[config.mk]
export PLATFORM = sky130hd
export DESIGN_NAME = rors_top
export DESIGN_NICKNAME = d
export VERILOG_FILES = /design/src/design/rors_pkg.sv /design/src/design/rors_retrans_scaler.sv /design/src/design/rors_top.sv
export VERILOG_INCLUDE_DIRS = /design/src /design/src/design
export SDC_FILE = /design/constraint.sdc
export NUM_CORES = 1
export LEC_CHECK = 0
export ABC_CLOCK_PERIOD_IN_PS = 19550
export BUFFER_PORTS_ARGS = -buffer_cell sky130_fd_sc_hd__clkbuf_2
export CORE_UTILIZATION = 45
export CTS_CLUSTER_SIZE = 16
export DETAILED_ROUTE_END_ITERATION = 8
export SLEW_MARGIN = 15
export SYNTH_ARGS = -nofsm -noshare
export SYNTH_HDL_FRONTEND = slang
export SYNTH_SLANG_ARGS = --single-unit
[constraint.sdc]
create_clock -name MCLK -period 19.55 [get_ports MCLK]
set_input_delay 3.91 -clock MCLK [delete_from_list [all_inputs] [get_ports MCLK]]
set_output_delay 3.91 -clock MCLK [all_outputs]
set_load 0.01 [all_outputs]
[src/design/rors_params.svh]
// register offsets, field positions, reset values and codes for relay routing
// assumes a 32-bit apb slave with word-aligned registers
`ifndef RORS_PARAMS_SVH
`define RORS_PARAMS_SVH

// ==========================================
// register byte offsets
`define RORS_OFF_RELAY_SEL 12'h000
`define RORS_OFF_DC_RANGE 12'h004
`define RORS_OFF_LOW_SCALE 12'h008
`define RORS_OFF_HIGH_SCALE 12'h00c
`define RORS_OFF_SP_LIMITS 12'h010
`define RORS_OFF_OUT_FUNC 12'h014
`define RORS_OFF_STATUS 12'h018
`define RORS_OFF_IRQ_STAT 12'h01c
`define RORS_OFF_IRQ_MASK 12'h020
`define RORS_OFF_SETPOINT 12'h024

// ==========================================
// widths and field positions
`define RORS_SEL_W 4
`define RORS_VAL_W 16
`define RORS_OUT_FUNC_W 4
`define RORS_LIM_HI_LSB 16
`define RORS_OUT3_LSB 4
`define RORS_IRQ_W 3

// ==========================================
// reset values
`define RORS_RELAY_SEL_RST 4'h4
`define RORS_DC_RANGE_RST 1'b1
`define RORS_LOW_RST 16'h0000
`define RORS_HIGH_RST 16'hffff
`define RORS_SP_LO_RST 16'h0000
`define RORS_SP_HI_RST 16'hffff
`define RORS_OUT_FUNC_RST 4'h0

// ==========================================
// output function code meaning setpoint retransmission
`define RORS_FUNC_SP_RETRANS 4'h9

// ==========================================
// analogue scale: 4 ma and 20 ma levels in a 16-bit 0..20 ma code
`define RORS_DAC_LIVE_ZERO 16'h3333
`define RORS_DAC_FULL 16'hffff

`endif

[src/design/rors_pkg.sv]
// types for the relay routing and retransmission range block
// assumes rors_params.svh is included by the design files
package rors_pkg;
	typedef enum logic [3:0] {
		RORS_SEL_DISABLED = 4'h0,
		RORS_SEL_HEAT = 4'h1,
		RORS_SEL_COOL = 4'h2,
		RORS_SEL_ALM1 = 4'h3,
		RORS_SEL_ALM2 = 4'h4,
		RORS_SEL_ALM3 = 4'h5,
		RORS_SEL_ALM1_INV = 4'h6,
		RORS_SEL_ALM2_INV = 4'h7,
		RORS_SEL_ALM3_INV = 4'h8,
		RORS_SEL_TIMER_END = 4'ha,
		RORS_SEL_TIMER_RUN = 4'hb
	} rors_relay_sel_t;

	typedef enum logic {
		RORS_RANGE_ZERO_BASED = 1'b0,
		RORS_RANGE_LIVE_ZERO = 1'b1
	} rors_dc_range_t;

	typedef enum {
		RORS_SCALE_IDLE,
		RORS_SCALE_MUL,
		RORS_SCALE_DONE
	} rors_scale_state_t;
endpackage

[src/design/rors_retrans_scaler.sv]
// setpoint to analogue code scaler for retransmission
// assumes low < high already clipped, one clock, synchronous reset
`include "rors_params.svh"

module rors_retrans_scaler
	import rors_pkg::*;
(
	// clock and reset
	input wire logic clk,
	input wire logic rst,
	// scale settings
	input wire logic [15:0] low_scale,
	input wire logic [15:0] high_scale,
	input wire logic [15:0] setpoint,
	input wire logic live_zero,
	// analogue code
	output logic [15:0] dac_code
);
	// ==========================================
	// fraction of span, sequential divide
	rors_scale_state_t state_q;
	logic [31:0] num_q;
	logic [15:0] den_q;
	// one integer bit so setpoint at high scale reaches full span
	logic [16:0] frac_q;
	logic [4:0] cnt_q;
	logic [31:0] rem_q;
	logic [15:0] sp_c;
	logic [32:0] rem_shift;
	logic [31:0] span_c;

	always_comb
	begin
		if (setpoint < low_scale)
			sp_c = low_scale;
		else if (setpoint > high_scale)
			sp_c = high_scale;
		else
			sp_c = setpoint;
		rem_shift = {rem_q, num_q[31]};
	end

	always_ff @(posedge clk)
	begin
		if (rst)
		begin
			state_q <= RORS_SCALE_IDLE;
			num_q <= 32'h0;
			den_q <= 16'h0;
			frac_q <= 17'h0;
			cnt_q <= 5'h0;
			rem_q <= 32'h0;
		end
		else
		begin
			case (state_q)
				RORS_SCALE_IDLE:
				begin
					num_q <= {16'(sp_c - low_scale), 16'h0};
					den_q <= high_scale - low_scale;
					rem_q <= 32'h0;
					cnt_q <= 5'h0;
					state_q <= RORS_SCALE_MUL;
				end
				RORS_SCALE_MUL:
				begin
					num_q <= {num_q[30:0], 1'b0};
					if (rem_shift[31:0] >= {16'h0, den_q} && den_q != 16'h0)
					begin
						rem_q <= rem_shift[31:0] - {16'h0, den_q};
						frac_q <= {frac_q[15:0], 1'b1};
					end
					else
					begin
						rem_q <= rem_shift[31:0];
						frac_q <= {frac_q[15:0], 1'b0};
					end
					cnt_q <= cnt_q + 5'h1;
					if (cnt_q == 5'h1f)
						state_q <= RORS_SCALE_DONE;
				end
				RORS_SCALE_DONE:
					state_q <= RORS_SCALE_IDLE;
				default:
					state_q <= RORS_SCALE_IDLE;
			endcase
		end
	end

	// ==========================================
	// map fraction onto selected range
	always_comb
	begin
		if (live_zero)
			span_c = 32'(frac_q) * 32'(16'(`RORS_DAC_FULL - `RORS_DAC_LIVE_ZERO));
		else
			span_c = 32'(frac_q) * 32'(`RORS_DAC_FULL);
	end

	always_ff @(posedge clk)
	begin
		if (rst)
			dac_code <= 16'h0;
		else if (state_q == RORS_SCALE_DONE)
			dac_code <= (live_zero ? `RORS_DAC_LIVE_ZERO : 16'h0) + span_c[31:16];
	end
endmodule

[src/design/rors_top.sv]
// relay four routing, dc range and setpoint retransmission scale registers
// assumes apb master on MCLK, synchronous active-high reset, async status pins
//
// Summary of operation
// - heat selection energises relay while loop demands heating.
// - cool selection energises relay while loop demands cooling.
// - plain alarm selection energises relay while that alarm is active.
// - inverted alarm selection de-energises relay while that alarm is active.
// - after reset relay selector holds plain alarm two.
// - timer end selection energises relay once timer has timed out.
// - timer run selection energises relay while timer runs.
// - dc range has zero-based and live-zero codes; live-zero is default.
// - one dc range setting applies to every fitted dc output.
// - dc range is offered only when a dc output is fitted.
// - low retransmission scale is clipped to at least setpoint low limit.
// - high retransmission scale is clipped to at most setpoint high limit.
// - scale values offered only with dc output fitted and retransmission chosen.
// - retransmission output current tracks setpoint between low and high scales.
//
// The placing of the registers and the APB slave port were chosen for this implementation.
`include "rors_params.svh"

module rors_top
	import rors_pkg::*;
(
	// clock and reset
	input wire logic MCLK,
	input wire logic RST,
	// apb slave
	input wire logic PSEL,
	input wire logic PENABLE,
	input wire logic PWRITE,
	input wire logic [11:0] PADDR,
	input wire logic [31:0] PWDATA,
	output logic [31:0] PRDATA,
	output logic PREADY,
	output logic PSLVERR,
	// control loop, alarm and timer status
	input wire logic HEATING_DEMAND_SOURCE,
	input wire logic COOLING_DEMAND_SOURCE,
	input wire logic FIRST_ALARM_SOURCE,
	input wire logic SECOND_ALARM_SOURCE,
	input wire logic THIRD_ALARM_SOURCE,
	input wire logic TIMER_END_SOURCE,
	input wire logic TIMER_RUNNING_SOURCE,
	// fitted hardware straps
	input wire logic DC_OUT3_FITTED,
	// relay and analogue outputs
	output logic RELAY_FOUR_DRIVE,
	output logic TIMER_LOGIC_OUT,
	output logic DC_RANGE_LIVE_ZERO,
	output logic [15:0] DC_OUT3_CODE,
	output logic IRQ
);
	localparam int NSYNC = 8;

	// ==========================================
	// input synchronisers, three stages, change once stage two and three agree
	logic [NSYNC-1:0] pin_raw;
	logic [NSYNC-1:0] s1_q;
	logic [NSYNC-1:0] s2_q;
	logic [NSYNC-1:0] s3_q;
	logic [NSYNC-1:0] pin_q;

	assign pin_raw = {DC_OUT3_FITTED, TIMER_RUNNING_SOURCE, TIMER_END_SOURCE,
		THIRD_ALARM_SOURCE, SECOND_ALARM_SOURCE, FIRST_ALARM_SOURCE,
		COOLING_DEMAND_SOURCE, HEATING_DEMAND_SOURCE};

	genvar gi;
	generate
		for (gi = 0; gi < NSYNC; gi++)
		begin : g_sync
			always_ff @(posedge MCLK)
			begin
				if (RST)
				begin
					s1_q[gi] <= 1'b0;
					s2_q[gi] <= 1'b0;
					s3_q[gi] <= 1'b0;
					pin_q[gi] <= 1'b0;
				end
				else
				begin
					s1_q[gi] <= pin_raw[gi];
					s2_q[gi] <= s1_q[gi];
					s3_q[gi] <= s2_q[gi];
					if (s2_q[gi] == s3_q[gi])
						pin_q[gi] <= s3_q[gi];
				end
			end
		end
	endgenerate

	logic heat_s;
	logic cool_s;
	logic alm1_s;
	logic alm2_s;
	logic alm3_s;
	logic tend_s;
	logic trun_s;
	logic dc_fitted_s;

	assign heat_s = pin_q[0];
	assign cool_s = pin_q[1];
	assign alm1_s = pin_q[2];
	assign alm2_s = pin_q[3];
	assign alm3_s = pin_q[4];
	assign tend_s = pin_q[5];
	assign trun_s = pin_q[6];
	assign dc_fitted_s = pin_q[7];

	// ==========================================
	// apb decode
	logic wr_en;
	logic addr_ok;

	assign wr_en = PSEL & PENABLE & PWRITE;

	always_comb
	begin
		case (PADDR)
			`RORS_OFF_RELAY_SEL, `RORS_OFF_DC_RANGE, `RORS_OFF_LOW_SCALE,
			`RORS_OFF_HIGH_SCALE, `RORS_OFF_SP_LIMITS, `RORS_OFF_OUT_FUNC,
			`RORS_OFF_STATUS, `RORS_OFF_IRQ_STAT, `RORS_OFF_IRQ_MASK,
			`RORS_OFF_SETPOINT:
				addr_ok = 1'b1;
			default:
				addr_ok = 1'b0;
		endcase
	end

	// ==========================================
	// configuration registers
	rors_relay_sel_t relay_sel_q;
	rors_dc_range_t dc_range_q;
	logic [15:0] low_scale_q;
	logic [15:0] high_scale_q;
	logic [15:0] sp_lo_q;
	logic [15:0] sp_hi_q;
	logic [15:0] setpoint_q;
	logic [3:0] out2_func_q;
	logic [3:0] out3_func_q;
	logic [2:0] irq_mask_q;
	logic retrans_sel;

	assign retrans_sel = (out2_func_q == `RORS_FUNC_SP_RETRANS) ||
		(out3_func_q == `RORS_FUNC_SP_RETRANS);

	always_ff @(posedge MCLK)
	begin
		if (RST)
			relay_sel_q <= rors_relay_sel_t'(`RORS_RELAY_SEL_RST);
		else if (wr_en && PADDR == `RORS_OFF_RELAY_SEL)
		begin
			case (PWDATA[3:0])
				RORS_SEL_DISABLED, RORS_SEL_HEAT, RORS_SEL_COOL, RORS_SEL_ALM1,
				RORS_SEL_ALM2, RORS_SEL_ALM3, RORS_SEL_ALM1_INV, RORS_SEL_ALM2_INV,
				RORS_SEL_ALM3_INV, RORS_SEL_TIMER_END, RORS_SEL_TIMER_RUN:
					relay_sel_q <= rors_relay_sel_t'(PWDATA[3:0]);
				default:
					relay_sel_q <= relay_sel_q;
			endcase
		end
	end

	// range writable only while a dc output is fitted
	always_ff @(posedge MCLK)
	begin
		if (RST)
			dc_range_q <= rors_dc_range_t'(`RORS_DC_RANGE_RST);
		else if (wr_en && PADDR == `RORS_OFF_DC_RANGE && dc_fitted_s)
			dc_range_q <= rors_dc_range_t'(PWDATA[0]);
	end

	always_ff @(posedge MCLK)
	begin
		if (RST)
		begin
			sp_lo_q <= `RORS_SP_LO_RST;
			sp_hi_q <= `RORS_SP_HI_RST;
			setpoint_q <= 16'h0;
			out2_func_q <= `RORS_OUT_FUNC_RST;
			out3_func_q <= `RORS_OUT_FUNC_RST;
			irq_mask_q <= 3'h0;
		end
		else if (wr_en)
		begin
			case (PADDR)
				`RORS_OFF_SP_LIMITS:
				begin
					sp_lo_q <= PWDATA[15:0];
					sp_hi_q <= PWDATA[31:16];
				end
				`RORS_OFF_OUT_FUNC:
				begin
					out2_func_q <= PWDATA[3:0];
					out3_func_q <= PWDATA[7:4];
				end
				`RORS_OFF_IRQ_MASK:
					irq_mask_q <= PWDATA[2:0];
				`RORS_OFF_SETPOINT:
					setpoint_q <= PWDATA[15:0];
				default:
					irq_mask_q <= irq_mask_q;
			endcase
		end
	end

	// scale values, clipped on write and whenever limits move
	logic scale_open;
	assign scale_open = dc_fitted_s & retrans_sel;

	always_ff @(posedge MCLK)
	begin
		if (RST)
			low_scale_q <= `RORS_LOW_RST;
		else if (wr_en && PADDR == `RORS_OFF_LOW_SCALE && scale_open)
			low_scale_q <= (PWDATA[15:0] < sp_lo_q) ? sp_lo_q : PWDATA[15:0];
		else if (low_scale_q < sp_lo_q)
			low_scale_q <= sp_lo_q;
	end

	always_ff @(posedge MCLK)
	begin
		if (RST)
			high_scale_q <= `RORS_HIGH_RST;
		else if (wr_en && PADDR == `RORS_OFF_HIGH_SCALE && scale_open)
			high_scale_q <= (PWDATA[15:0] > sp_hi_q) ? sp_hi_q : PWDATA[15:0];
		else if (high_scale_q > sp_hi_q)
			high_scale_q <= sp_hi_q;
	end

	// ==========================================
	// relay source selection
	logic relay_d;
	always_comb
	begin
		case (relay_sel_q)
			RORS_SEL_DISABLED: relay_d = 1'b0;
			RORS_SEL_HEAT: relay_d = heat_s;
			RORS_SEL_COOL: relay_d = cool_s;
			RORS_SEL_ALM1: relay_d = alm1_s;
			RORS_SEL_ALM2: relay_d = alm2_s;
			RORS_SEL_ALM3: relay_d = alm3_s;
			RORS_SEL_ALM1_INV: relay_d = ~alm1_s;
			RORS_SEL_ALM2_INV: relay_d = ~alm2_s;
			RORS_SEL_ALM3_INV: relay_d = ~alm3_s;
			RORS_SEL_TIMER_END: relay_d = tend_s;
			RORS_SEL_TIMER_RUN: relay_d = trun_s;
			default: relay_d = 1'b0;
		endcase
	end

	always_ff @(posedge MCLK)
	begin
		if (RST)
		begin
			RELAY_FOUR_DRIVE <= 1'b0;
			TIMER_LOGIC_OUT <= 1'b0;
		end
		else
		begin
			RELAY_FOUR_DRIVE <= relay_d;
			TIMER_LOGIC_OUT <= ((relay_sel_q == RORS_SEL_TIMER_END) && tend_s) ||
				((relay_sel_q == RORS_SEL_TIMER_RUN) && trun_s);
		end
	end

	// ==========================================
	// dc output stage
	logic [15:0] scaled_code;

	rors_retrans_scaler u_scaler (
		.clk(MCLK),
		.rst(RST),
		.low_scale(low_scale_q),
		.high_scale(high_scale_q),
		.setpoint(setpoint_q),
		.live_zero(dc_range_q == RORS_RANGE_LIVE_ZERO),
		.dac_code(scaled_code)
	);

	always_ff @(posedge MCLK)
	begin
		if (RST)
		begin
			DC_RANGE_LIVE_ZERO <= `RORS_DC_RANGE_RST;
			DC_OUT3_CODE <= 16'h0;
		end
		else
		begin
			DC_RANGE_LIVE_ZERO <= (dc_range_q == RORS_RANGE_LIVE_ZERO);
			if (dc_fitted_s && out3_func_q == `RORS_FUNC_SP_RETRANS)
				DC_OUT3_CODE <= scaled_code;
			else
				DC_OUT3_CODE <= 16'h0;
		end
	end

	// ==========================================
	// interrupts: alarm rising edges, set wins over clear
	logic [2:0] alm_prev_q;
	logic [2:0] irq_stat_q;
	logic [2:0] irq_set;

	assign irq_set = {alm3_s, alm2_s, alm1_s} & ~alm_prev_q;

	always_ff @(posedge MCLK)
	begin
		if (RST)
		begin
			alm_prev_q <= 3'h0;
			irq_stat_q <= 3'h0;
			IRQ <= 1'b0;
		end
		else
		begin
			alm_prev_q <= {alm3_s, alm2_s, alm1_s};
			if (wr_en && PADDR == `RORS_OFF_IRQ_STAT)
				irq_stat_q <= (irq_stat_q & ~PWDATA[2:0]) | irq_set;
			else
				irq_stat_q <= irq_stat_q | irq_set;
			IRQ <= |(irq_stat_q & irq_mask_q);
		end
	end

	// ==========================================
	// apb read path, zero-wait
	logic [31:0] rdata_d;
	always_comb
	begin
		case (PADDR)
			`RORS_OFF_RELAY_SEL: rdata_d = {28'h0, relay_sel_q};
			`RORS_OFF_DC_RANGE: rdata_d = {31'h0, dc_range_q};
			`RORS_OFF_LOW_SCALE: rdata_d = {16'h0, low_scale_q};
			`RORS_OFF_HIGH_SCALE: rdata_d = {16'h0, high_scale_q};
			`RORS_OFF_SP_LIMITS: rdata_d = {sp_hi_q, sp_lo_q};
			`RORS_OFF_OUT_FUNC: rdata_d = {24'h0, out3_func_q, out2_func_q};
			`RORS_OFF_STATUS: rdata_d = {22'h0, scale_open, dc_fitted_s, pin_q[6:0],
				RELAY_FOUR_DRIVE};
			`RORS_OFF_IRQ_STAT: rdata_d = {29'h0, irq_stat_q};
			`RORS_OFF_IRQ_MASK: rdata_d = {29'h0, irq_mask_q};
			`RORS_OFF_SETPOINT: rdata_d = {16'h0, setpoint_q};
			default: rdata_d = 32'h0;
		endcase
	end

	always_ff @(posedge MCLK)
	begin
		if (RST)
		begin
			PRDATA <= 32'h0;
			PREADY <= 1'b0;
			PSLVERR <= 1'b0;
		end
		else
		begin
			PREADY <= PSEL & ~PENABLE;
			PSLVERR <= PSEL & ~PENABLE & ~addr_ok;
			if (PSEL && !PENABLE && !PWRITE)
				PRDATA <= rdata_d;
		end
	end
endmodule

Yosys cells after proc, flatten, opt, wreduce, memory -nomap -nowiden

Cells that the tools add are included.

Flip-flop bits (word level): 337
Bits of input ports: 57
Output and inout bits: 54
Word-level logic and storage cells: 189

$add $sub $neg: 5
Multipliers: 2
$lt $le $gt $ge: 7
Eq/ne operators: 43
Muxes and demuxes: 21
Bitwise logic cells: 18
Reductions and logical operators: 34

Operators by type and width:

| kind                     | number |
|---|---|
| $pmux W32 S10            | 1 |
| $mux W16                 | 8 |
| $pmux W32 S2             | 2 |
| $mux W32                 | 2 |
| $pmux W31 S2             | 1 |
| $eq A12 B5 Y1 const B    | 4 |
| $gt A16 B16 Y1           | 3 |
| $lt A16 B16 Y1           | 3 |
| $eq A32 B1 Y1 const B    | 1 |
| $eq A32 B3 Y1 const B    | 1 |
| $eq A4 B3 Y1 const B     | 8 |
| $eq A4 B4 Y1 const B     | 8 |
| $ge A32 B16 Y1           | 1 |
| $logic_not A32 Y1        | 1 |
| $mul A17 B16 Y32 const B | 1 |
| $sub A16 B16 Y16         | 2 |
| $mux W31                 | 1 |
| $sub A31 B16 Y31         | 1 |
| $mul A17 B14 Y30 const B | 1 |
| $eq A12 B4 Y1 const B    | 2 |
| $eq A12 B6 Y1 const B    | 2 |
| $add A16 B16 Y16         | 1 |
| $eq A4 B2 Y1 const B     | 4 |
| $reduce_bool A16 Y1      | 1 |
| 27 further kinds         | 70 |

Longest topological paths before layout

Gate-level depths: netlist of run 1.

Depth in word-level cells: 5
Depth in mapped cells: 29
Mapped depth without buffers: 28

Hierarchy

From an unflattened synthesis of run 1, not the netlist that was laid out.

Cell total of the unflattened synthesis: 2,984
Area, all modules: 26,056.2 µm²

Modules (own cells, without submodules):

| module              | times used | cells each | area an instance (µm²) | seq. area each (µm²) |
|---|---|---|---|---|
| rors_retrans_scaler | 1          | 1,967      | 17,121.4               | 2,062.0 |
| rors_top            | 1          | 1,017      | 8,934.8                | 3,763.6 |

Worst setup path after synthesis of run 1

No wires, ideal clock.

Path type: register to register
From: register u_scaler.frac_q[8]
To: register u_scaler.dac_code[13]
Library setup time: 71 ps
Arrival time: 6,999 ps
Required time: 19,479 ps
Setup slack: 12,480 ps
Cell stages (with the launch flop): 28
Buffers on the path: 0
Path through: dfxtp_1 fa_1 inv_1 fa_1 inv_1 fa_1 fa_1 fa_1 inv_1 fa_1 inv_1 ha_1 a2111oi_0 o21ai_0 nand2_1 a31oi_2 a21oi_1 xnor2_1 nor2_1 a21oi_1 ha_1 nand2_1 o41a_1 o211a_1 o32ai_2 xnor2_1 nand2_1 a21oi_1

Longest elaborated chain between the ends: 3
Elaborated cells on any way between the ends: 4
Classes of those cells: 1 x add/sub; 2 x mul; 1 x mux

Ends and longest elaborated chain:

| item                                                 | RTL line                                             | text |
|---|---|---|
| start, declared                                      | rors_retrans_scaler.sv:25                            | `logic [16:0] frac_q;` |
| start signal, assigned                               | rors_retrans_scaler.sv:71                            | `frac_q <= {frac_q[15:0], 1'b1};` |
| start signal, assigned                               | rors_retrans_scaler.sv:76                            | `frac_q <= {frac_q[15:0], 1'b0};` |
| $mul A17 B16 Y32 or $mul A17 B14 Y30 (tied branches) | rors_retrans_scaler.sv:97, rors_retrans_scaler.sv:95 |  |
| $mux W32 (*)                                         | rors_retrans_scaler.sv:94                            | `if (live_zero)` |
| $add A16 B16 Y16 (*)                                 | rors_retrans_scaler.sv:105                           | `` dac_code <= (live_zero ? `RORS_DAC_LIVE_ZERO : 16'h0) + span_c[31:16]; `` |
| end signal, assigned                                 | rors_retrans_scaler.sv:105                           |  |
| end, declared                                        | rors_retrans_scaler.sv:17                            | `output logic [15:0] dac_code` |

Every way passes the cells marked *; elsewhere a longest branch is shown, timed or not.
A chain may end at the register's enable or synchronous reset.

Worst setup path in the final report of run 1

From: register u_scaler.frac_q[13]
To: register u_scaler.dac_code[13]

The elaborated chain is that of the path after synthesis.

==> results of run 1 <==
[per-layer routing]
metal | vias to the layer above | part of all wire | global-route usage
li1 | 10137 | - | -
met1 | 10075 | 0.49 | 0.380
met2 | 558 | 0.44 | 0.392
met3 | 74 | 0.057 | 0.0364
met4 | 0 | 0.017 | 0.0546
met5 | - | 0 | 0
[sequential cells by signal, indices dropped and copies added (netlist names), 16 cells and up]
| signal | flops |
|---|---|
| high_scale_q | 16 |
| u_scaler.frac_q | 17 |
| low_scale_q | 16 |
| u_scaler.num_q | 16 |
| DC_OUT3_CODE | 16 |
| u_scaler.rem_q | 31 |
| sp_lo_q | 16 |
| u_scaler.den_q | 16 |
| u_scaler.dac_code | 16 |
| setpoint_q | 16 |
| PRDATA | 32 |
| sp_hi_q | 16 |
[stage by stage]
step,hold slack [ns],util,worst slack (ns)
floorplan,0.414,-,12.48
global placement,0.417,0.481,11.76
detailed placement,0.422,0.481,11.66
CTS,0.432,0.502,11.58
global route,0.449,0.502,11.08
finish,0.430,0.502,11.58
[cell type report]
| cell class | count | area (µm²) |
|---|---|---|
| clock inverter | 14 | 228 |
| antenna | 2 | 5.00 |
| fill | 5420 | 27700 |
| inverter | 385 | 1450 |
| multi-input combinational | 2131 | 17800 |
| tap | 748 | 936 |
| sequential | 291 | 5830 |
| timing repair buffer | 132 | 722 |
| clock buffer | 47 | 951 |
[critical path: stages (launching register included)]
cell	delay, ns
dfxtp_1	0.80
fa_1	0.63
inv_1	0.12
fa_1	0.42
inv_1	0.14
fa_1	0.44
fa_1	0.48
fa_1	0.55
inv_1	0.06
fa_1	0.53
inv_1	0.04
ha_1	0.32
a2111oi_0	0.38
o21ai_0	0.27
nand2_1	0.17
a31oi_2	0.12
a21oi_1	0.32
xnor2_1	0.10
nor2_1	0.09
a21oi_1	0.06
ha_1	0.38
nand2_1	0.07
o41a_1	0.47
o211a_1	0.28
o32ai_2	0.28
xnor2_1	0.16
nand2_1	0.07
a21oi_1	0.13
[worst paths after layout]
path                                          from                            endpoint
setup / recovery  u_scaler.frac_q[13]$_SDFFE_PP0P_  u_scaler.dac_code[13]$_SDFFE_PP0N_
hold / removal                  s1_q[1]$_SDFF_PP0_                  s2_q[1]$_SDFF_PP0_
setup reg to reg  u_scaler.frac_q[13]$_SDFFE_PP0P_  u_scaler.dac_code[13]$_SDFFE_PP0N_
hold reg to reg                 s1_q[1]$_SDFF_PP0_                  s2_q[1]$_SDFF_PP0_
[cell usage after synthesis (all sizes together) (22+ instances only)]
| master | number |
|---|---|
| a21o | 49 |
| a21oi | 255 |
| a22o | 22 |
| a31oi | 23 |
| and2 | 30 |
| clkbuf | 90 |
| dfxtp | 291 |
| fa | 208 |
| ha | 353 |
| inv | 383 |
| mux2i | 31 |
| nand2 | 314 |
| nand3 | 50 |
| nand4 | 24 |
| nor2 | 159 |
| nor2b | 45 |
| nor3 | 31 |
| o211ai | 27 |
| o21a | 24 |
| o21ai | 127 |
| xnor2 | 52 |
| xor2 | 37 |
[power by group through the flow]
stage                     registers (mW)  logic (mW)  clock network [mW]
after floorplan                    0.725       0.996                   0
after global placement             0.761        1.25                   0
after detailed placement           0.764        1.27                   0
after CTS                          0.752        1.28               0.693
after global routing               0.762        1.46               0.717
final                              0.754        1.27               0.678
[cells by family after synthesis]
logic type,count (synthesis)
fa+ha+maj,561
buf+inv,492
simple gates,748
flops,291
mux,33
compound gates,700
xor+xnor,89
==> flow_metrics.tcl, run 1 <==
set metrics [dict create \
    status "finished, final reports clean" \
    mostFrequentLayoutCells "inv_1, ha_1, nand2_1, dfxtp_1, a21oi_1" \
    track_usage 0.256 \
    path_max_fanout 12 \
    finalNonFillerCells 3750 \
    fin_nets 3594 \
    fin_crit_sh 0.408 \
    wl_per_cell_um 19.0 \
    htreeDepth 2 \
    layout-drive-gt1-share 0.0783 \
    antenna_found_initial 0 \
    hold_viol_final 0 \
    rsz0062_at_grt "no" \
    synth_edf_count 0 \
    syn_inst 2914 \
    syn_to_final_growth_pct 9.42 \
    end_kind "flip-flop" \
    cts_hold_buf 0 \
    place_hpwl_mm 57.1 \
    synth_mux_area_frac 0.0131 \
    clock_sinks 291 \
    die_h_um 240 \
    yosys.area.top_type "dfxtp_1" \
    synth.distinct_cells 81 \
    crit_path_start_kind "flip-flop" \
    ir_drop_mv 0.0733 \
    grt_max_degree 80 \
    swShare 0.404 \
    p_total_mw 2.71 \
    layout_commonest_cell "inv_1" \
    power_density_nw_per_um2 97.1 \
    drtIter0Drc 1498 \
    final_area_um2 27900 \
    gp_congestion 0.889 \
    via_count 20844 \
    dieArea_um2 57600 \
    synth_seq_area_share 0.229 \
    placedCellCount 3687 \
    clockPowerShare 0.251 \
    cp_data_arrival_time_ns 8.45 \
    cts_max_path_buffers 3 \
    placed_cell_area_um2 26700 \
    ant_nets 0 \
    postCtsSetupBuffers 0 \
    viasPerCell 5.56 \
    report.final.slew_viol_count 0 \
    reg2reg_slack_ns 11.58 \
    synth_fa_ha_area_frac 0.337 \
    synth_top_area_frac 0.229 \
    synth_top_family_by_area "adder cells" \
    setup_tns_ns 0 \
    root_buffer "clkbuf_16" \
    p_leak_nw 13.6 \
    port-buffer-count 110 \
    path_clk_slew_ns 0.06 \
    worstRegToRegCells 27 \
    syn_avg_cell_area_um2 8.74 \
    hold_path.class "reg2reg" \
    cts_tree "done" \
    firstDrtPassIters 7 \
    io_pins 111 \
    crit_required_ns 20.03 \
    ys_ff_latch 291 \
    core_um2 55500 \
    p_comb_frac 0.471 \
    internal_power_mw 1.61 \
    start_util 0.459 \
    fmaxAchievable_mhz 125 \
    power.net_switching_mw 1.09 \
    cts-buffers-inserted 35 \
    tightest_slew_ns 1.13 \
    critPathKind "reg2reg" \
    die_w_um 240 \
    finalSetupViolCount 0 \
    synthTopCellsByArea "dfxtp_1, ha_1, fa_1" \
    grt_overflow_total 0 \
    syn_area_um2 25500 \
    min_period_ns 7.97 \
    cts_resized 0 \
    insertion_delay_ns 0.57 \
    grt_pass1_vias 20679 \
    rows 86 \
    drv_cap 0 \
    synth_xor_area_frac 0.0306 \
    async_flop_share 0 \
    wl_mm 71.1 \
    synthesis.nets 3532 \
    ys.flop_type "dfxtp_1" \
    pwr-share-seq 0.279 \
    hold_path_depth 1 \
    slew_headroom 0.246 \
    skew_ns 0.0228 \
    grt_pass1_wl_mm 115 \
    yosys_warnings 0 \
    synth-simple-area-share 0.135 \
    drc 0 \
    synth_compound_area_frac 0.181 \
]
Note: power is estimated with default switching activity, not from simulation.
==> run 2, diff against run 1 <==
Settings changed: ABC_CLOCK_PERIOD_IN_PS 19550 to 7650.
Clock period 19.55 ns to 7.65 ns, I/O delays scaled along.
==> flow_metrics.tcl, run 2 (synthesis gave the netlist of run 1 again) <==
set metrics [dict create \
    status "finished, final reports clean" \
    root_buffer "clkbuf_16" \
    grt_max_degree 134 \
    pwr-share-seq 0.272 \
    start_util 0.459 \
    reg_top3 "PRDATA (32), u_scaler.rem_q (31), u_scaler.frac_q (17)" \
    grt_pass1_wl_mm 115 \
    grt_pass1_vias 20845 \
    internal_power_mw 4.16 \
    fin_crit_sh 0.953 \
    path_max_fanout 5 \
    finalSetupViolCount 0 \
    final_area_um2 28200 \
    io_pins 111 \
    report.final.slew_viol_count 0 \
    port-buffer-count 110 \
    finalNonFillerCells 3780 \
    p_leak_nw 13.8 \
    tightest_slew_ns 1.13 \
    reg2reg_slack_ns 0.36 \
    hold_path.class "reg2reg" \
    cts-buffers-inserted 35 \
    gp_congestion 0.906 \
    slew_headroom 0.247 \
    placed_cell_area_um2 26900 \
    pre_cts_slack_ns 0.113 \
    firstDrtPassIters 6 \
    dieArea_um2 57600 \
    hold_viol_final 0 \
    crit_path_start_kind "flip-flop" \
    clock_sinks 291 \
    crit_required_ns 8.12 \
    n_antenna_cell 0 \
    p_comb_frac 0.476 \
    finalHoldWorstSlack_ns 0.430 \
    drc 0 \
    htreeDepth 2 \
    mostFrequentLayoutCells "inv_1, ha_1, nand2_1, dfxtp_1, a21oi_1" \
    swShare 0.405 \
    die_w_um 240 \
    antenna_found_initial 0 \
    regMostFlops "PRDATA" \
    rows 86 \
    place_hpwl_mm 57.1 \
    min_period_ns 7.29 \
    path_clk_slew_ns 0.06 \
    timing.final.ws_setup_ns 0.360 \
    largest_reg_flops 32 \
    grt_overflow_total 0 \
    ir_drop_mv 0.238 \
    insertion_delay_ns 0.58 \
    fin_nets 3623 \
    worstRegToRegCells 27 \
    wl_per_cell_um 18.8 \
    skew_ns 0.0384 \
    end_kind "flip-flop" \
    power_density_nw_per_um2 248 \
    clockPowerShare 0.251 \
    hold_path_depth 1 \
    cts_max_path_buffers 3 \
    viasPerCell 5.53 \
    via_count 20913 \
    wl_mm 71.2 \
    drtIter0Drc 1526 \
    p_total_mw 7.00 \
    drv_cap 0 \
    syn_to_final_growth_pct 10.8 \
    core_um2 55500 \
    die_h_um 240 \
    placedCellCount 3712 \
    layout_commonest_cell "inv_1" \
    track_usage 0.253 \
    power.net_switching_mw 2.84 \
    cts_tree "done" \
    layout-drive-gt1-share 0.0986 \
    critPathKind "reg2reg" \
    num-fill-cells 5375 \
    cp_data_arrival_time_ns 7.76 \
    ant_nets 0 \
    fmaxAchievable_mhz 137 \
]
-- run 2: area by class of cell --
| cell class | count | area, µm² | area share |
|---|---|---|---|
| clock buffer | 46 | 977 | 0.0346 |
| clock inverter | 18 | 239 | 0.00847 |
| inverter | 385 | 1450 | 0.0512 |
| multi-input combinational | 2131 | 17800 | 0.632 |
| sequential | 291 | 5850 | 0.207 |
| tap | 748 | 936 | 0.0332 |
| timing repair buffer | 161 | 952 | 0.0337 |
-- run 2: repair_timing --
item | CTS | global route
setup endpoints to repair | 0 | 8
gates resized for setup | 0 | 36
hold buffers | 0 | 0
buffers inserted | 0 | 4
hold endpoints to repair | 0 | 0
-- run 2: worst paths after layout --
kind | start | end
worst max register to register | u_scaler.frac_q[8]$_SDFFE_PP0P_ | u_scaler.dac_code[13]$_SDFFE_PP0N_
worst max-delay path | u_scaler.frac_q[8]$_SDFFE_PP0P_ | u_scaler.dac_code[13]$_SDFFE_PP0N_
worst min-delay path | s1_q[1]$_SDFF_PP0_ | s2_q[1]$_SDFF_PP0_
worst min register to register | s1_q[1]$_SDFF_PP0_ | s2_q[1]$_SDFF_PP0_
-- run 2: routing by layer --
layer  up-vias  global-route usage  part of all wire
met4         0              0.0500             0.014
met3        62              0.0327             0.056
met2       556               0.392              0.44
met1     10109               0.374              0.49
li1      10186                   -                 -
met5         -                   0                 0
-- run 2: power by group through the flow --
stage	sequential [mW]	clock [mW]	combinational, mW
floorplan	1.85	0	2.55
global placement	1.92	0	3.24
detailed placement	1.93	0	3.30
CTS	1.90	1.80	3.33
global route	1.92	1.86	3.79
finish	1.91	1.76	3.34
-- run 2: through the flow --
step | utilization | setup TNS, ns
after floorplan | - | 0
after global placement | 0.484 | 0
after detailed placement | 0.484 | 0
after CTS | 0.506 | 0
after global routing | 0.508 | -0.0166
final | 0.508 | 0
-- run 2: worst max-delay path, stage by stage, from the launching register on --
cell and delay [ns]:
dfxtp_2 0.36, fa_2 0.62, inv_1 0.08, fa_1 0.54, inv_1 0.09, fa_1 0.56
fa_1 0.45, fa_1 0.55, inv_1 0.05, fa_1 0.53, inv_1 0.07, ha_4 0.28
nand4_1 0.17, o21bai_2 0.22, o211ai_1 0.15, a31oi_2 0.32, a21oi_2 0.11, xnor2_1 0.13
nor2_1 0.11, a21oi_1 0.08, ha_1 0.38, nand2_1 0.08, o41a_1 0.36, o211a_1 0.30
o32ai_2 0.27, xnor2_1 0.15, nand2_1 0.07, a21oi_1 0.14
